===== config.mk =====
export PLATFORM = sky130hd
export DESIGN_NAME = clock_supervisor
export DESIGN_NICKNAME = d
export VERILOG_FILES = /design/src/clock_supervisor_pkg.sv /design/src/clock_supervisor.sv
export SDC_FILE = /design/constraint.sdc
export NUM_CORES = 1
export LEC_CHECK = 0
export BUFFER_PORTS_ARGS = -buffer_cell sky130_fd_sc_hd__buf_2
export CAP_MARGIN = 20
export CORE_MARGIN = 4
export CORE_UTILIZATION = 38
export DETAILED_ROUTE_END_ITERATION = 6
export HOLD_SLACK_MARGIN = 0.1
export SYNTH_ARGS = -nofsm -noshare
export SYNTH_HDL_FRONTEND = slang
export SYNTH_SLANG_ARGS = --single-unit

===== constraint.sdc =====
create_clock -name core_clk_i -period 2.99 [get_ports core_clk_i]
set_input_delay 0.598 -clock core_clk_i [delete_from_list [all_inputs] [get_ports core_clk_i]]
set_output_delay 0.598 -clock core_clk_i [all_outputs]
set_load 0.05 [all_outputs]

===== src/clock_supervisor_pkg.sv =====
/*
  Package for the clock supervisor: register map, field positions,
  reset values, timing counts and shared types.
  Assumes a 32-bit AXI4-Lite register bus and a single core clock.
*/
`default_nettype none
package clock_supervisor_pkg;

  // ---------------------------------------------------------------
  // Register map
  // ---------------------------------------------------------------
  localparam logic [7:0] FLAGS_ADDR       = 8'h00;
  localparam logic [7:0] IRQ_ENABLE_ADDR  = 8'h04;
  localparam logic [7:0] CONTROL_ADDR     = 8'h08;
  localparam logic [7:0] EVENT_CLEAR_ADDR = 8'h0C;
  localparam logic [7:0] STATE_ADDR       = 8'h10;

  // ---------------------------------------------------------------
  // Field positions
  // ---------------------------------------------------------------
  localparam int SELF_CLOCK_STATUS_BIT = 0;
  localparam int SELF_CLOCK_FLAG_BIT   = 1;
  localparam int PLL_LOCKED_FLAG_BIT   = 4;
  localparam int PERIODIC_FLAG_BIT     = 7;
  localparam int MONITOR_ENABLE_BIT    = 0;
  localparam int FALLBACK_ENABLE_BIT   = 1;
  localparam int PLL_OFF_IN_WAIT_BIT   = 2;

  // ---------------------------------------------------------------
  // Reset values
  // ---------------------------------------------------------------
  localparam logic [7:0] IRQ_ENABLE_RESET = 8'h00;
  localparam logic [7:0] CONTROL_RESET    = 8'h00;

  // ---------------------------------------------------------------
  // Timing
  // ---------------------------------------------------------------
  localparam int QUALITY_CHECK_CYCLES = 4096;
  localparam int QUALITY_COUNT_W      = 13;

  // ---------------------------------------------------------------
  // Bus responses
  // ---------------------------------------------------------------
  localparam logic [1:0] RESP_OKAY   = 2'h0;
  localparam logic [1:0] RESP_SLVERR = 2'h2;

  typedef struct packed {
    logic monitor_enable;
    logic fallback_enable;
    logic pll_off_in_wait;
  } clock_control_t;

  typedef struct packed {
    logic regulator_on;
    logic pll_on;
    logic use_pll_clock;
    logic in_wait;
  } power_out_t;

  typedef enum logic [1:0] {
    ST_NORMAL,
    ST_FALLBACK_CHECK
  } supervise_state_t;

endpackage
`default_nettype wire


===== src/clock_supervisor.sv =====
/*
  Clock-loss supervisor with self-clock fallback, wait-mode sequencing,
  clock interrupt enables and an AXI4-Lite register slave.
  Assumes the crystal status, wait and wakeup inputs arrive
  asynchronously and are synchronised here; the tick and lock flags
  come from logic on core_clk_i.
*/
//
// Operation
// - The self-clock flag sets whenever the self-clock status changes, either way.
// - The self-clock flag clears only on a write of one; a zero leaves it alone.
// - A set self-clock flag with its enable high raises the interrupt.
// - Flag bit 0 is read-only: 0 on crystal clock, 1 in self-clock mode on the PLL.
// - The interrupt-enable register sits at 0x4 and is read/write at any time.
// - Enable bit 7 gates the periodic tick interrupt.
// - Enable bit 4 gates the PLL lock interrupt.
// - Enable bit 1 is the self-clock interrupt enable; 0 suppresses it.
// - With the monitor disabled, clock loss starts no fallback and no reset; a check already running still restarts on it.
// - Monitor on and fallback off: a clock failure resets at once.
// - Monitor and fallback on: failure in wait stays in wait, powers up, self-clocks, checks.
// - 4096 good crystal cycles pass the check; leave self-clock, PLL per wait setting.
// - A wakeup or external reset with a good crystal leaves wait on the crystal clock.
// - The self-clock event itself never ends wait mode.
// - Without recovery, quality checks repeat without limit while in wait.
// - Leaving wait on a failed crystal keeps self-clock mode and the checks running.
`timescale 1ns/1ns
`default_nettype none
module clock_supervisor
  import clock_supervisor_pkg::*;
#(
  parameter int CHECK_CYCLES = QUALITY_CHECK_CYCLES
) (
  // Clock and reset
  input  wire logic        core_clk_i,
  input  wire logic        rst_n_i,
  // Clock sources and system events
  input  wire logic        crystal_fail_i,
  input  wire logic        crystal_tick_i,
  input  wire logic        wait_request_i,
  input  wire logic        wakeup_irq_i,
  input  wire logic        ext_reset_i,
  input  wire logic        periodic_tick_flag_i,
  input  wire logic        pll_locked_irq_flag_i,
  // Power and clock steering
  output logic             regulator_on_o,
  output logic             pll_on_o,
  output logic             use_pll_clock_o,
  output logic             in_wait_o,
  output logic             monitor_reset_o,
  output logic             reset_sequence_o,
  output logic             irq_o,
  // AXI4-Lite slave
  input  wire logic [7:0]  s_axi_awaddr,
  input  wire logic        s_axi_awvalid,
  output logic             s_axi_awready,
  input  wire logic [31:0] s_axi_wdata,
  input  wire logic [3:0]  s_axi_wstrb,
  input  wire logic        s_axi_wvalid,
  output logic             s_axi_wready,
  output logic [1:0]       s_axi_bresp,
  output logic             s_axi_bvalid,
  input  wire logic        s_axi_bready,
  input  wire logic [7:0]  s_axi_araddr,
  input  wire logic        s_axi_arvalid,
  output logic             s_axi_arready,
  output logic [31:0]      s_axi_rdata,
  output logic [1:0]       s_axi_rresp,
  output logic             s_axi_rvalid,
  input  wire logic        s_axi_rready
);

  // ---------------------------------------------------------------
  // Input synchronisers
  // ---------------------------------------------------------------
  logic [4:0] sync1_q;
  logic [4:0] sync2_q;
  logic       tick_prev_q;

  always_ff @(posedge core_clk_i or negedge rst_n_i) begin
    if (!rst_n_i) begin
      sync1_q <= 5'h00;
      sync2_q <= 5'h00;
    end else begin
      sync1_q <= {crystal_fail_i, crystal_tick_i, wait_request_i, wakeup_irq_i, ext_reset_i};
      sync2_q <= sync1_q;
    end
  end

  logic fail_s;
  logic tick_s;
  logic wait_req_s;
  logic wakeup_s;
  logic ext_rst_s;
  assign {fail_s, tick_s, wait_req_s, wakeup_s, ext_rst_s} = sync2_q;

  always_ff @(posedge core_clk_i or negedge rst_n_i) begin
    if (!rst_n_i) begin
      tick_prev_q <= 1'b0;
    end else begin
      tick_prev_q <= tick_s;
    end
  end

  // Crystal cycle counted on each rising edge of the slow tick
  logic tick_edge;
  assign tick_edge = tick_s & ~tick_prev_q;

  // ---------------------------------------------------------------
  // Registers
  // ---------------------------------------------------------------
  logic [7:0]       irq_enable_q;
  clock_control_t   ctrl_q;
  logic             self_clock_irq_flag_q;
  logic             self_clock_status_q;
  logic             self_clock_status_prev_q;
  supervise_state_t state_q;
  logic [QUALITY_COUNT_W-1:0] check_count_q;
  logic             in_wait_q;
  logic             pll_on_q;
  logic             monitor_reset_q;
  logic             reset_seq_q;

  logic             wr_fire;
  logic [7:0]       wr_addr_q;
  logic [31:0]      wr_data_q;
  logic [3:0]       wr_strb_q;
  logic             aw_have_q;
  logic             w_have_q;

  logic self_clock_irq_enable;
  assign self_clock_irq_enable = irq_enable_q[SELF_CLOCK_FLAG_BIT];

  // Clock failure only seen while the monitor runs
  logic fail_seen;
  assign fail_seen = fail_s & ctrl_q.monitor_enable;

  // ---------------------------------------------------------------
  // Supervision state machine
  // ---------------------------------------------------------------
  always_ff @(posedge core_clk_i or negedge rst_n_i) begin
    if (!rst_n_i) begin
      state_q             <= ST_NORMAL;
      self_clock_status_q <= 1'b0;
      check_count_q       <= '0;
    end else begin
      case (state_q)
        ST_NORMAL: begin
          check_count_q <= '0;
          if (fail_seen && ctrl_q.fallback_enable) begin
            state_q             <= ST_FALLBACK_CHECK;
            self_clock_status_q <= 1'b1;
          end
        end
        ST_FALLBACK_CHECK: begin
          // Restart the check whenever the monitor reports failure again
          if (fail_s) begin
            check_count_q <= '0;
          end else if (tick_edge) begin
            if (32'(check_count_q) + 1 >= CHECK_CYCLES) begin
              state_q             <= ST_NORMAL;
              self_clock_status_q <= 1'b0;
              check_count_q       <= '0;
            end else begin
              check_count_q <= check_count_q + 1'b1;
            end
          end
        end
        default: begin
          state_q             <= ST_NORMAL;
          self_clock_status_q <= 1'b0;
        end
      endcase
    end
  end

  // Monitor reset fires at once when fallback is off
  always_ff @(posedge core_clk_i or negedge rst_n_i) begin
    if (!rst_n_i) begin
      monitor_reset_q <= 1'b0;
    end else begin
      monitor_reset_q <= fail_seen & ~ctrl_q.fallback_enable;
    end
  end

  // ---------------------------------------------------------------
  // Wait mode and power steering
  // ---------------------------------------------------------------
  // Only wakeup and external reset end wait; the self-clock event never does
  always_ff @(posedge core_clk_i or negedge rst_n_i) begin
    if (!rst_n_i) begin
      in_wait_q   <= 1'b0;
      reset_seq_q <= 1'b0;
    end else begin
      reset_seq_q <= 1'b0;
      if (in_wait_q) begin
        if (wakeup_s || ext_rst_s) begin
          in_wait_q   <= 1'b0;
          reset_seq_q <= ext_rst_s;
        end
      end else if (wait_req_s) begin
        in_wait_q <= 1'b1;
      end
    end
  end

  // PLL on in run, on in self-clock, else off in wait if so configured
  always_ff @(posedge core_clk_i or negedge rst_n_i) begin
    if (!rst_n_i) begin
      pll_on_q <= 1'b1;
    end else begin
      pll_on_q <= self_clock_status_q | ~in_wait_q | ~ctrl_q.pll_off_in_wait;
    end
  end

  assign regulator_on_o   = 1'b1;
  assign pll_on_o         = pll_on_q;
  assign use_pll_clock_o  = self_clock_status_q;
  assign in_wait_o        = in_wait_q;
  assign monitor_reset_o  = monitor_reset_q;
  assign reset_sequence_o = reset_seq_q;

  // ---------------------------------------------------------------
  // Event flag and interrupt
  // ---------------------------------------------------------------
  always_ff @(posedge core_clk_i or negedge rst_n_i) begin
    if (!rst_n_i) begin
      self_clock_status_prev_q <= 1'b0;
    end else begin
      self_clock_status_prev_q <= self_clock_status_q;
    end
  end

  logic status_changed;
  assign status_changed = self_clock_status_q ^ self_clock_status_prev_q;

  // Clear by writing one to flags or to the clear register; set wins
  logic flag_clear;
  assign flag_clear = wr_fire && wr_strb_q[0] && wr_data_q[SELF_CLOCK_FLAG_BIT]
                      && (wr_addr_q == FLAGS_ADDR || wr_addr_q == EVENT_CLEAR_ADDR);

  always_ff @(posedge core_clk_i or negedge rst_n_i) begin
    if (!rst_n_i) begin
      self_clock_irq_flag_q <= 1'b0;
    end else if (status_changed) begin
      self_clock_irq_flag_q <= 1'b1;
    end else if (flag_clear) begin
      self_clock_irq_flag_q <= 1'b0;
    end
  end

  always_ff @(posedge core_clk_i or negedge rst_n_i) begin
    if (!rst_n_i) begin
      irq_o <= 1'b0;
    end else begin
      irq_o <= (self_clock_irq_flag_q & self_clock_irq_enable)
             | (periodic_tick_flag_i & irq_enable_q[PERIODIC_FLAG_BIT])
             | (pll_locked_irq_flag_i & irq_enable_q[PLL_LOCKED_FLAG_BIT]);
    end
  end

  // ---------------------------------------------------------------
  // AXI4-Lite write path
  // ---------------------------------------------------------------
  assign s_axi_awready = ~aw_have_q & ~s_axi_bvalid;
  assign s_axi_wready  = ~w_have_q & ~s_axi_bvalid;
  assign wr_fire       = aw_have_q & w_have_q & ~s_axi_bvalid;

  always_ff @(posedge core_clk_i or negedge rst_n_i) begin
    if (!rst_n_i) begin
      aw_have_q <= 1'b0;
      wr_addr_q <= 8'h00;
    end else if (s_axi_awvalid && s_axi_awready) begin
      aw_have_q <= 1'b1;
      wr_addr_q <= s_axi_awaddr;
    end else if (wr_fire) begin
      aw_have_q <= 1'b0;
    end
  end

  always_ff @(posedge core_clk_i or negedge rst_n_i) begin
    if (!rst_n_i) begin
      w_have_q  <= 1'b0;
      wr_data_q <= 32'h0000_0000;
      wr_strb_q <= 4'h0;
    end else if (s_axi_wvalid && s_axi_wready) begin
      w_have_q  <= 1'b1;
      wr_data_q <= s_axi_wdata;
      wr_strb_q <= s_axi_wstrb;
    end else if (wr_fire) begin
      w_have_q <= 1'b0;
    end
  end

  logic wr_mapped;
  assign wr_mapped = (wr_addr_q == FLAGS_ADDR) || (wr_addr_q == IRQ_ENABLE_ADDR)
                  || (wr_addr_q == CONTROL_ADDR) || (wr_addr_q == EVENT_CLEAR_ADDR)
                  || (wr_addr_q == STATE_ADDR);

  always_ff @(posedge core_clk_i or negedge rst_n_i) begin
    if (!rst_n_i) begin
      s_axi_bvalid <= 1'b0;
      s_axi_bresp  <= RESP_OKAY;
    end else if (wr_fire) begin
      s_axi_bvalid <= 1'b1;
      s_axi_bresp  <= wr_mapped ? RESP_OKAY : RESP_SLVERR;
    end else if (s_axi_bready) begin
      s_axi_bvalid <= 1'b0;
    end
  end

  always_ff @(posedge core_clk_i or negedge rst_n_i) begin
    if (!rst_n_i) begin
      irq_enable_q <= IRQ_ENABLE_RESET;
    end else if (wr_fire && wr_strb_q[0] && wr_addr_q == IRQ_ENABLE_ADDR) begin
      irq_enable_q <= wr_data_q[7:0];
    end
  end

  always_ff @(posedge core_clk_i or negedge rst_n_i) begin
    if (!rst_n_i) begin
      ctrl_q <= clock_control_t'(CONTROL_RESET[2:0]);
    end else if (wr_fire && wr_strb_q[0] && wr_addr_q == CONTROL_ADDR) begin
      ctrl_q.monitor_enable  <= wr_data_q[MONITOR_ENABLE_BIT];
      ctrl_q.fallback_enable <= wr_data_q[FALLBACK_ENABLE_BIT];
      ctrl_q.pll_off_in_wait <= wr_data_q[PLL_OFF_IN_WAIT_BIT];
    end
  end

  // ---------------------------------------------------------------
  // AXI4-Lite read path
  // ---------------------------------------------------------------
  logic [31:0] rd_value;
  logic        rd_mapped;

  always_comb begin
    rd_value  = 32'h0000_0000;
    rd_mapped = 1'b1;
    case (s_axi_araddr)
      FLAGS_ADDR: begin
        rd_value[SELF_CLOCK_STATUS_BIT] = self_clock_status_q;
        rd_value[SELF_CLOCK_FLAG_BIT]   = self_clock_irq_flag_q;
      end
      IRQ_ENABLE_ADDR: begin
        rd_value[7:0] = irq_enable_q;
      end
      CONTROL_ADDR: begin
        rd_value[MONITOR_ENABLE_BIT]  = ctrl_q.monitor_enable;
        rd_value[FALLBACK_ENABLE_BIT] = ctrl_q.fallback_enable;
        rd_value[PLL_OFF_IN_WAIT_BIT] = ctrl_q.pll_off_in_wait;
      end
      EVENT_CLEAR_ADDR: begin
        rd_value = 32'h0000_0000;
      end
      STATE_ADDR: begin
        rd_value[QUALITY_COUNT_W-1:0] = check_count_q;
        rd_value[16] = in_wait_q;
        rd_value[17] = pll_on_q;
      end
      default: begin
        rd_mapped = 1'b0;
      end
    endcase
  end

  assign s_axi_arready = ~s_axi_rvalid;

  always_ff @(posedge core_clk_i or negedge rst_n_i) begin
    if (!rst_n_i) begin
      s_axi_rvalid <= 1'b0;
      s_axi_rdata  <= 32'h0000_0000;
      s_axi_rresp  <= RESP_OKAY;
    end else if (s_axi_arvalid && s_axi_arready) begin
      s_axi_rvalid <= 1'b1;
      s_axi_rdata  <= rd_value;
      s_axi_rresp  <= rd_mapped ? RESP_OKAY : RESP_SLVERR;
    end else if (s_axi_rready) begin
      s_axi_rvalid <= 1'b0;
    end
  end

endmodule // clock_supervisor
`default_nettype wire


== Word level (Yosys, flattened, before mapping) ==
Cells that the tools add are included.

* Flip-flop bits (word level): 85
* Input bits: 66
* Output and inout port bits: 48
* Logic and storage cells: 130

* $add $sub $neg: 2
* Magnitude comparators: 1
* Eq/ne operators: 14
* Muxes and demuxes: 36
* Bitwise operators: 23
* Reduce and logical (&&, ||, !) cells: 27

{| class="wikitable"
|+ Operators by type and width
! cell !! number
|-
| 13-bit 2-to-1 mux || 3
|-
| 8-bit by 4-bit == test with 1-bit output (second input constant) || 4
|-
| 13-bit one-hot mux with 2 select lines || 1
|-
| 1-bit 2-to-1 mux || 19
|-
| 8-bit by 3-bit == test with 1-bit output (second input constant) || 2
|-
| 8-bit by 5-bit == test with 1-bit output (second input constant) || 2
|-
| 8-bit zero test || 2
|-
| 13-bit by 1-bit adder with 14-bit output (second input constant) || 1
|-
| 14-bit by 13-bit greater-or-equal comparator with 1-bit output (second input constant) || 1
|-
| 2-bit 2-to-1 mux || 7
|-
| 13-bit by 1-bit adder with 13-bit output (second input constant) || 1
|-
| 2-bit nonzero test || 6
|-
| 1-bit bitwise AND || 10
|-
| 5-bit one-hot mux with 2 select lines || 1
|-
| 1-bit logical AND || 9
|-
| 2-bit inequality test (second input constant) || 4
|-
| 1-bit inverter || 8
|-
| 2-bit one-hot mux with 4 select lines || 1
|-
| 1-bit logical OR || 6
|-
| 5-bit 2-to-1 mux || 1
|-
| 5-bit OR reduction || 1
|-
| 1-bit bitwise OR || 4
|-
| 2-bit one-hot mux with 2 select lines || 1
|-
| 4-bit AND reduction || 1
|-
| 7 further kinds || 7
|}

== Longest topological paths before layout ==
Gate-level depths: netlist (run 1).

* Depth in word-level cells: 7
* Depth in mapped cells: 6
* Mapped depth without buffers: 5

== Worst setup path before layout (run 1) ==
Ideal clock, no wire load.

* Path kind: flip-flop to flip-flop
* From: register s_axi_bvalid
* To: register wr_data_q[0]
* Arrival time: 2.243 ns
* Data required time: 2.865 ns
* Path slack: 0.622 ns
* Stages on the path, launching flop included: 5
* Path through: dfrtp_1 -> nor2_1 -> and2_1 -> clkbuf_1 -> mux2_2

* Word-level cells in the longest chain between the ends: 3

{| class="wikitable"
|+ Ends and longest elaborated chain
! what !! RTL line !! text
|-
| start, declared || clock_supervisor.sv:61 || <nowiki>output logic s_axi_bvalid,</nowiki>
|-
| start signal, assigned || clock_supervisor.sv:301 || <nowiki>s_axi_bvalid <= 1'b0;</nowiki>
|-
| start signal, assigned || clock_supervisor.sv:304 || <nowiki>s_axi_bvalid <= 1'b1;</nowiki>
|-
| start signal, assigned || clock_supervisor.sv:307 || <nowiki>s_axi_bvalid <= 1'b0;</nowiki>
|-
| 1-bit inverter || clock_supervisor.sv:265 || <nowiki>assign s_axi_wready = ~w_have_q & ~s_axi_bvalid;</nowiki>
|-
| 1-bit bitwise AND || clock_supervisor.sv:265 ||
|-
| net s_axi_wready || clock_supervisor.sv:59 || <nowiki>output logic s_axi_wready,</nowiki>
|-
| 1-bit logical AND || clock_supervisor.sv:285 || <nowiki>end else if (s_axi_wvalid && s_axi_wready) begin</nowiki>
|-
| end signal, assigned || clock_supervisor.sv:287 || <nowiki>wr_data_q <= s_axi_wdata;</nowiki>
|-
| end, declared || clock_supervisor.sv:125 || <nowiki>logic [31:0] wr_data_q;</nowiki>
|}

The timed path passes the listed nets, and every way through them passes these cells.
A chain may end at the register's enable or synchronous reset.

== Worst setup path in the final report (run 1) ==
* From: register check_count_q[0]
* To: register check_count_q[11]

* Word-level cells in the longest chain between the ends: 6
* Elaborated cells between the ends (all ways): 7

{| class="wikitable"
|+ Ends and longest elaborated chain
! what !! RTL line !! text
|-
| start, declared || clock_supervisor.sv:117 || <nowiki>logic [QUALITY_COUNT_W-1:0] check_count_q;</nowiki>
|-
| start signal, assigned || clock_supervisor.sv:164 || <nowiki>check_count_q <= check_count_q + 1'b1;</nowiki>
|-
| 13-bit by 1-bit adder with 14-bit output || clock_supervisor.sv:159 || <nowiki>if (32'(check_count_q) + 1 >= CHECK_CYCLES) begin</nowiki>
|-
| 14-bit by 13-bit greater-or-equal comparator with 1-bit output || clock_supervisor.sv:159 ||
|-
| 13-bit 2-to-1 mux (*) || clock_supervisor.sv:159 ||
|-
| 13-bit 2-to-1 mux (*) || clock_supervisor.sv:158 || <nowiki>end else if (tick_edge) begin</nowiki>
|-
| 13-bit 2-to-1 mux (*) || clock_supervisor.sv:156 || <nowiki>if (fail_s) begin</nowiki>
|-
| 13-bit one-hot mux with 2 select lines (*) || clock_supervisor.sv:146 || <nowiki>case (state_q)</nowiki>
|}

Every way passes the cells marked *; elsewhere a longest branch is shown, timed or not. The select of a mux whose other input is x is not followed.

==> flow_summary.json, run 1 <==
{
  "antenna_found_initial": 0,
  "synth-edff-count": 0,
  "finalCriticalPeriod_ns": 2.38,
  "p_leak_nw": 2.03,
  "die_w_um": 105,
  "final.setup.tns_ns": 0,
  "syn_area_mm2": 0.00359,
  "numPortBuffers": 66,
  "r2r_cells": 5,
  "wire_per_inst_um": 14.3,
  "root_buffer": "clkbuf_8",
  "synthXorXnorAreaFrac": 0.0122,
  "route.detailed.drc": 0,
  "drive_gt1_frac": 0.334,
  "yosys_warnings": 0,
  "diodes": 0,
  "final-setup-viol-count": 0,
  "cp.depth": 5,
  "nNetsFinal": 436,
  "core_area_mm2": 0.00924,
  "synth_top_family_by_area": "simple AND/OR/NAND/NOR gates",
  "hold_path_class": "reg -> reg",
  "crit_path_end_kind": "register",
  "worstSetupPathType": "reg -> reg",
  "critPathMaxFanout": 10,
  "drtIter0Drc": 129,
  "area_growth_pct": 18.1,
  "period_share": 0.795,
  "required_ns": 3.24,
  "cts.path.max_buffers": 2,
  "min_path_cells": 0,
  "die_area_mm2": 0.0111,
  "synth_most_common_cell": "dfrtp_1",
  "final_area_mm2": 0.00425,
  "irDropWorstVdd_uv": 425,
  "fill_cells": 872,
  "cts_tree": "built",
  "slew_headroom": 0.479,
  "finalClockSkew_ns": 0.0123,
  "drt_pre_antenna_iters": 4,
  "cp_slowest_stage_delay_ns": 0.67,
  "top_layer": "met4",
  "gp_congestion": 0.814,
  "synth_compound_area_frac": 0.121,
  "place_area_mm2": 0.00398,
  "synth_fa_ha_area_frac": 0.00348,
  "wl_met2_um": 3470,
  "fp.dieH_um": 105,
  "grt_max_degree": 82,
  "muxShareOfSynthArea": 0.101,
  "grt_pass1_wl_um": 12500,
  "synth-simple-area-share": 0.130,
  "start_util": 0.389,
  "ys_seq_area_frac": 0.564,
  "path_delay_family": "simple AND/OR/NAND/NOR gates",
  "synth.cells.most_frequent": "80 x dfrtp_1, 29 x mux2_2, 20 x buf_4, 20 x nand2_1, 11 x nor2_1",
  "cts_htree_levels": 3,
  "clk_latency_ns": 0.35,
  "yosys.area.top_type_share": 0.557,
  "synth.distinct_cells": 49,
  "status": "finished clean",
  "critical_path_buf_inv_count": 0,
  "max_freq_mhz": 421,
  "power.total_mw": 2.96,
  "final_core_util": 0.459,
  "clock_sinks": 81,
  "rsz0062_at_grt": "no",
  "cp_data_arrival_time_ns": 2.63,
  "grt_usage": 0.138,
  "numCtsBuffers": 9,
  "pre_cts_slack_ns": 0.610,
  "startpoint_type": "register",
  "synth_top_cell_by_area": "dfrtp_1",
  "hold_violations": 0,
  "worstMarginPinSlew_ns": 0.780,
  "maxCapViolCount": 0,
  "synth_async_sr_flop_share": 1.00,
  "power_density_mw_per_mm2": 696,
  "wl_met3_um": 419,
  "clkTransAtPathRegs_ns": 0.09,
  "rows": 35,
  "synthCells": 302,
  "cts_setup_buffers": 0,
  "viasPerCell": 5.00,
  "drtAntennaViolNets": 0,
  "grt_pass1_vias": 2549,
  "ioPinCount": 114,
  "wirelength_um": 7210,
  "syn_area_per_cell_um2": 11.9,
  "drv_slew": 0,
  "dr_total_vias": 2513,
  "path_cells": "ha_1, nand3_1, nor4_1, mux2_4, a211oi_1",
  "dp_hpwl_um": 5180,
  "wl_met1_um": 3140,
  "slowest_stage": "nor4_1",
  "r2r_slack_ns": 0.61,
  "grt-ovfl-total": 0,
  "setup_slack_ns": 0.614,
  "synth_seq_cells": 81,
  "synth_area_leaders": "dfrtp_1 56%, mux2_2 9.1%, buf_4 4.2%, a22o_1 2.2%, nand2_1 2.1%",
  "yosys_most_used_dff": "dfrtp_1"
}
==> metal layers <==
| metal | track usage | vias up |
|---|---|---|
| li1 | - | 1203 |
| met1 | 0.181 | 1216 |
| met2 | 0.216 | 79 |
| met3 | 0.0392 | 15 |
| met4 | 0.0590 | 0 |
| met5 | 0 | - |
==> stage by stage <==
stage / cells / hold WS (ns)
4_1_cts: 501 / 0.334
3_5_place_dp: 485 / 0.335
5_1_grt: 503 / 0.332
2_1_floorplan: 320 / 0.302
3_3_place_gp: 485 / 0.335
6_report: 503 / 0.351
==> flip-flops by register name, indices dropped and copies added (netlist names) <==
name                      cells
in_wait_o                     1
self_clock_status_prev_q      1
w_have_q                      1
tick_prev_q                   1
reset_sequence_o              1
s_axi_bvalid                  1
pll_on_o                      1
wr_strb_q                     1
irq_o                         1
sync2_q                       5
s_axi_bresp                   1
monitor_reset_o               1
sync1_q                       5
ctrl_q                        3
aw_have_q                     1
s_axi_rvalid                  1
wr_addr_q                     8
check_count_q                13
use_pll_clock_o               1
irq_enable_q                  8
wr_data_q                     8
s_axi_rresp                   1
self_clock_irq_flag_q         1
s_axi_rdata                  15
==> worst reg2reg max path, cell delays in order (launching register included) <==
cell	delay, ns
dfrtp_1	0.47
ha_1	0.23
nand3_1	0.21
nor4_1	0.67
mux2_4	0.42
a211oi_1	0.27
==> cell type report <==
class / count / area (µm²) / area share
clock buffer: 9 / 124 / 0.0292
clock inverter: 7 / 103 / 0.0242
inverter: 9 / 33.8 / 0.00796
multi-input combinational: 197 / 1400 / 0.330
sequential: 81 / 2030 / 0.478
tap: 129 / 161 / 0.0380
timing repair buffer: 71 / 393 / 0.0925
==> final timing paths <==
kind | from | end
max | check_count_q[0] | check_count_q[11]
min | sync1_q[1] | sync2_q[1]
max reg2reg | check_count_q[0] | check_count_q[11]
min reg2reg | sync1_q[1] | sync2_q[1]
max in group asynchronous | rst_n_i | pll_on_o
min in group asynchronous | rst_n_i | s_axi_rdata[10]
==> power breakdown <==
part | internal (mW) | leakage (nW) | switching [mW]
sequential | 1.28 | 1.05 | 0.135
clock | 0.479 | 0.110 | 0.416
combinational | 0.259 | 0.865 | 0.384
==> logic make-up after synthesis <==
group                      Yosys count
AOI/OAI and AO/OA                   57
xor gates and xnor gates             5
adders and majority gates            1
buffers and inverters               42
DFF                                 81
muxes                               32
other                                2
and+or+nand+nor                     82
==> placed cells by master (no fill, tap or decap), types with 2 or more instances in the layout <==
cell        n
or3b_2      2
a211oi_1    3
inv_1       9
xnor2_1     3
or4_1       2
a31oi_1     4
conb_1     20
mux2i_1     2
nor4_1      4
a2bb2oi_1   4
a22o_1      9
bufinv_16   2
and2_1      3
buf_4       4
o31ai_1     5
dfrtp_1    80
o21ai_0     9
nor2_1     11
nand3_1     7
a21oi_1     2
nand2_1    20
or3_1       3
clkbuf_8    9
nand3b_1    5
buf_2      65
o211ai_1    3
inv_6       2
nand2b_1    5
nor2b_1     3
mux2_2     29
xor2_1      2
clkinv_4    2
a21o_1      3
and3_1      2
nor3_1      6
o21a_1      3
nand4_1     3
a222oi_1    6
==> repair_timing <==
item                                   in CTS  in global routing
hold buffers                                0                  1
endpoints found under the hold margin       0                 13
resized for setup                           0                  0
Note: power is estimated with default switching activity, not from simulation.
==> run 2, diff against run 1 <==
- clock period: 2.99 -> 2.3 ns (I/O delays scaled with it)
==> run 2 against run 1 <==
  * Via count rose by 0.72%
  * Non-clock buffer count rose by 5
  * Sequential cell count did not move
  * Core utilization rose by 0.39 points
  * Clock power rose by 30%
  * Final area rose by 0.85%
  * Routed wire length rose by 3.1%
  * First-iteration DRC count fell by 27%
  * Global-route usage barely moved
  * Critical path depth fell by 1
==> flow_summary.json, run 2 (same netlist as run 1, synthesis figures left out) <==
{
  "worstSetupPathType": "reg -> reg",
  "grt-ovfl-total": 0,
  "grt_pass1_wl_um": 12400,
  "maxCapViolCount": 0,
  "antenna_found_initial": 0,
  "cts.repair.resized": 0,
  "cts_tree": "built",
  "cts.path.max_buffers": 2,
  "wirelength_um": 7430,
  "die_w_um": 105,
  "wire_per_inst_um": 14.6,
  "required_ns": 2.53,
  "dp_hpwl_um": 5440,
  "hold_path_class": "in -> reg",
  "grt_usage": 0.138,
  "top_register": "s_axi_rdata",
  "startpoint_type": "register",
  "worstMarginPinSlew_ns": 0.557,
  "start_util": 0.389,
  "drtIter0Drc": 94,
  "fp.dieH_um": 105,
  "setup_slack_ns": 0.301,
  "grt_max_degree": 45,
  "pre_cts_slack_ns": 0.244,
  "area_growth_pct": 19.1,
  "final.setup.tns_ns": 0,
  "wl_met3_um": 408,
  "gp_congestion": 0.839,
  "slew_headroom": 0.628,
  "clkTransAtPathRegs_ns": 0.08,
  "p_leak_nw": 2.05,
  "rows": 35,
  "finalCriticalPeriod_ns": 2.00,
  "root_buffer": "clkbuf_8",
  "drive_gt1_frac": 0.348,
  "max_freq_mhz": 500,
  "drv_slew": 0,
  "status": "finished clean",
  "critPathMaxFanout": 8,
  "largest_reg_flops": 15,
  "core_area_mm2": 0.00924,
  "rsz0062_at_grt": "no",
  "top_layer": "met4",
  "clock_sinks": 81,
  "clk_latency_ns": 0.34,
  "route.detailed.drc": 0,
  "viasPerCell": 4.98,
  "numPortBuffers": 66,
  "irDropWorstVdd_uv": 548,
  "final_common_cell": "dfrtp_1",
  "min_path_cells": 1,
  "period_share": 0.869,
  "ioPinCount": 114,
  "cp_data_arrival_time_ns": 2.23,
  "power_density_mw_per_mm2": 901,
  "diodes": 0,
  "grt_pass1_vias": 2547,
  "finalClockSkew_ns": 0.00800,
  "final_cell_mix": "80 x dfrtp_1, 65 x buf_2, 29 x mux2_2",
  "cts_htree_levels": 3,
  "final-setup-viol-count": 0,
  "r2r_cells": 4,
  "crit_path_end_kind": "register",
  "wl_met2_um": 3650,
  "numCtsBuffers": 9,
  "nNetsFinal": 441,
  "hold_violations": 0,
  "top_regs": "s_axi_rdata: 15 flops, check_count_q: 13 flops",
  "die_area_mm2": 0.0111,
  "wl_met1_um": 3210,
  "drt_pre_antenna_iters": 4,
  "dr_total_vias": 2531,
  "drtAntennaViolNets": 0
}
-- run 2: layer usage --
layer / track usage / vias to the layer above
met1: 0.171 / 1246
met4: 0.0581 / 0
met5: 0 / -
met2: 0.227 / 75
met3: 0.0392 / 13
li1: - / 1197
-- run 2: worst max-delay path: stages, from the launching register on --
cell and delay (ns):
dfrtp_1 0.38, or4_4 0.57, nor4_4 0.34, nand3b_2 0.26
mux2_2 0.34
-- run 2: power breakdown --
group	switching, mW	internal [mW]
Sequential	0.185	1.67
Combinational	0.502	0.342
Clock	0.518	0.645
-- run 2: cell type report --
cell class	instances	area, µm²
Sequential cell	81	2030
Tap cell	129	161
Inverter	9	33.8
Timing Repair Buffer	76	423
Fill cell	847	4960
Multi-Input combinational cell	197	1410
Clock buffer	10	138
Clock inverter	6	90.1
-- run 2: worst paths after layout --
path	slack, ns	to	start
max in group asynchronous	1.08	s_axi_rdata[5]	rst_n_i
min in group asynchronous	0.62	tick_prev_q	rst_n_i
max reg2reg	0.30	irq_enable_q[5]	wr_addr_q[0]
max	0.30	irq_enable_q[5]	wr_addr_q[0]
min reg2reg	0.35	sync2_q[2]	sync1_q[2]
min	0.22	sync1_q[1]	wakeup_irq_i
-- run 2: timing repair --
action	in CTS	in global routing
hold endpoints to repair	36	0
hold buffers	1	0
setup buffers	0	0
-- run 2: through the flow --
stage | hold slack [ns] | utilization | cell area [µm²] | instances | power (mW)
floorplan | 0.164 | - | 3670 | 320 | 2.53
global placement | 0.335 | 0.438 | 4040 | 491 | 2.71
detailed placement | 0.335 | 0.438 | 4040 | 491 | 2.74
CTS | 0.200 | 0.463 | 4280 | 508 | 3.91
global route | 0.190 | 0.463 | 4280 | 508 | 4.06
finish | 0.217 | 0.463 | 4280 | 508 | 3.86
==> run 3, diff against run 2 <==
- RECOVER_POWER: unset -> 50
==> run 3 against run 2 <==
  * Via count up 0.12%
  * Core utilization about the same
  * Cell count unchanged
  * Clock power hardly changed
  * Combinational power about the same
  * Critical path type unchanged
  * Sequential cell count stayed put
  * Setup slack did not move
  * Total power hardly changed
  * Final area barely moved
  * Highest routed layer unchanged
  * Sequential share of layout area is essentially flat
  * Non-clock buffer count did not move
  * Critical endpoint unchanged
==> flow_summary.json, run 3 (same netlist as run 1, synthesis figures left out) <==
{
  "largest_reg_flops": 15,
  "min_path_cells": 1,
  "irDropWorstVdd_uv": 548,
  "final_common_cell": "dfrtp_1",
  "dp_hpwl_um": 5440,
  "drtAntennaViolNets": 0,
  "required_ns": 2.53,
  "power.total_mw": 3.86,
  "cts_htree_levels": 3,
  "nNetsFinal": 441,
  "diodes": 0,
  "wl_met2_um": 3710,
  "max_freq_mhz": 500,
  "numCtsBuffers": 9,
  "fill_cells": 846,
  "hold_violations": 0,
  "clock_sinks": 81,
  "drv_slew": 0,
  "rows": 35,
  "cp_data_arrival_time_ns": 2.22,
  "period_share": 0.869,
  "r2r_cells": 4,
  "p_leak_nw": 2.05,
  "final_area_mm2": 0.00428,
  "cts_setup_buffers": 0,
  "area_growth_pct": 19.0,
  "multi_input_area_mm2": 0.00141,
  "hold_path_class": "in -> reg",
  "startpoint": "wr_addr_q[0]",
  "worstMarginPinSlew_ns": 0.952,
  "rsz0062_at_grt": "no",
  "viasPerCell": 4.99,
  "power_density_mw_per_mm2": 901,
  "slowest_stage": "or4_4",
  "top_layer": "met4",
  "r2r_start": "wr_addr_q[0]",
  "p_seq_frac": 0.480,
  "setup_slack_ns": 0.301,
  "r2r_end": "irq_enable_q[5]",
  "start_util": 0.389,
  "final_cell_mix": "80 x dfrtp_1, 65 x buf_2, 29 x mux2_2",
  "route.detailed.drc": 0,
  "ioPinCount": 114,
  "die_area_mm2": 0.0111,
  "top_regs": "s_axi_rdata: 15 flops, check_count_q: 13 flops",
  "final-setup-viol-count": 0,
  "numPortBuffers": 66,
  "pre_cts_slack_ns": 0.244,
  "gp_congestion": 0.839,
  "r2r_slack_ns": 0.30,
  "clockPowerShare": 0.301,
  "grt_max_degree": 45,
  "p_sw_mw": 1.20,
  "status": "finished clean",
  "slew_headroom": 0.365,
  "top_register": "s_axi_rdata",
  "maxCapViolCount": 0,
  "crit_end": "irq_enable_q[5]",
  "drt_pre_antenna_iters": 4,
  "antenna_found_initial": 0,
  "grt_usage": 0.138,
  "cts.path.max_buffers": 2,
  "critPathMaxFanout": 8,
  "drtIter0Drc": 105,
  "path_cells": "or4_4, nor4_4, nand3b_2, mux2_2",
  "grt-ovfl-total": 0,
  "crit_path_end_kind": "register",
  "wl_met3_um": 411,
  "finalCriticalPeriod_ns": 2.00,
  "holdWs_ns": 0.217,
  "worstSetupPathType": "reg -> reg",
  "switching_share": 0.312,
  "p_comb_frac": 0.218,
  "fp.dieH_um": 105,
  "root_buffer": "clkbuf_8",
  "startpoint_type": "register",
  "clkTransAtPathRegs_ns": 0.08,
  "wl_met1_um": 3190,
  "die_w_um": 105,
  "finalClockSkew_ns": 0.00816,
  "wire_per_inst_um": 14.7,
  "grt_pass1_wl_um": 12400,
  "wirelength_um": 7450,
  "register_area_mm2": 0.00203,
  "clk_latency_ns": 0.34,
  "cts_tree": "built",
  "core_area_mm2": 0.00924,
  "place_area_mm2": 0.00404,
  "cp_slowest_stage_delay_ns": 0.57,
  "drive_gt1_frac": 0.348,
  "final.setup.tns_ns": 0,
  "p_int_mw": 2.65,
  "dr_total_vias": 2534,
  "grt_pass1_vias": 2547
}
run 3: cell count changes in the layout (fill, tap and decap cells not counted), sizes merged:
cell / change
buf: -1
clkbuf: +1
run 3: metrics by stage:
step           utilization  std cells
2_1_floorplan            -        320
3_3_place_gp         0.438        491
3_5_place_dp         0.438        491
4_1_cts              0.463        508
5_1_grt              0.463        508
6_report             0.463        508
run 3: final cells by class:
cell class,count,share of cell area
Clock inverter,6,0.0211
Clock buffer,10,0.0322
Timing Repair Buffer,76,0.0982
Inverter,9,0.00789
Multi-Input combinational cell,197,0.329
Sequential cell,81,0.474
Tap cell,129,0.0377
run 3: power by group through the flow:
stage          registers, mW  clock network, mW  logic (mW)
5_1_grt                 1.89               1.26       0.907
3_3_place_gp            1.88                  0       0.833
2_1_floorplan           1.94                  0       0.599
4_1_cts                 1.86               1.20       0.856
3_5_place_dp            1.89                  0       0.852
6_report                1.85               1.16       0.842
run 3: how the worst min path moves through the flow:
stage | from | end
global route | crystal_fail_i | sync1_q[4]
CTS | wakeup_irq_i | sync1_q[1]
finish | wakeup_irq_i | sync1_q[1]
floorplan | rst_n_i | aw_have_q
global placement | sync1_q[1] | sync2_q[1]
detailed placement | sync1_q[2] | sync2_q[2]
run 3: timing repair:
item / in CTS / in global routing
hold endpoints to repair: 36 / 0
resized for setup: 0 / 0
hold buffers: 1 / 0
run 3: worst max-delay path: cells and delay by family (launching register included):
kind / cells / cell delay (ns)
mux: 1 / 0.34
simple gates: 3 / 1.17
flops: 1 / 0.38
run 3: layer usage:
layer	up-vias	global-route usage
met5	-	0
met4	0	0.0581
met3	11	0.0392
met2	73	0.227
met1	1253	0.171
li1	1197	-
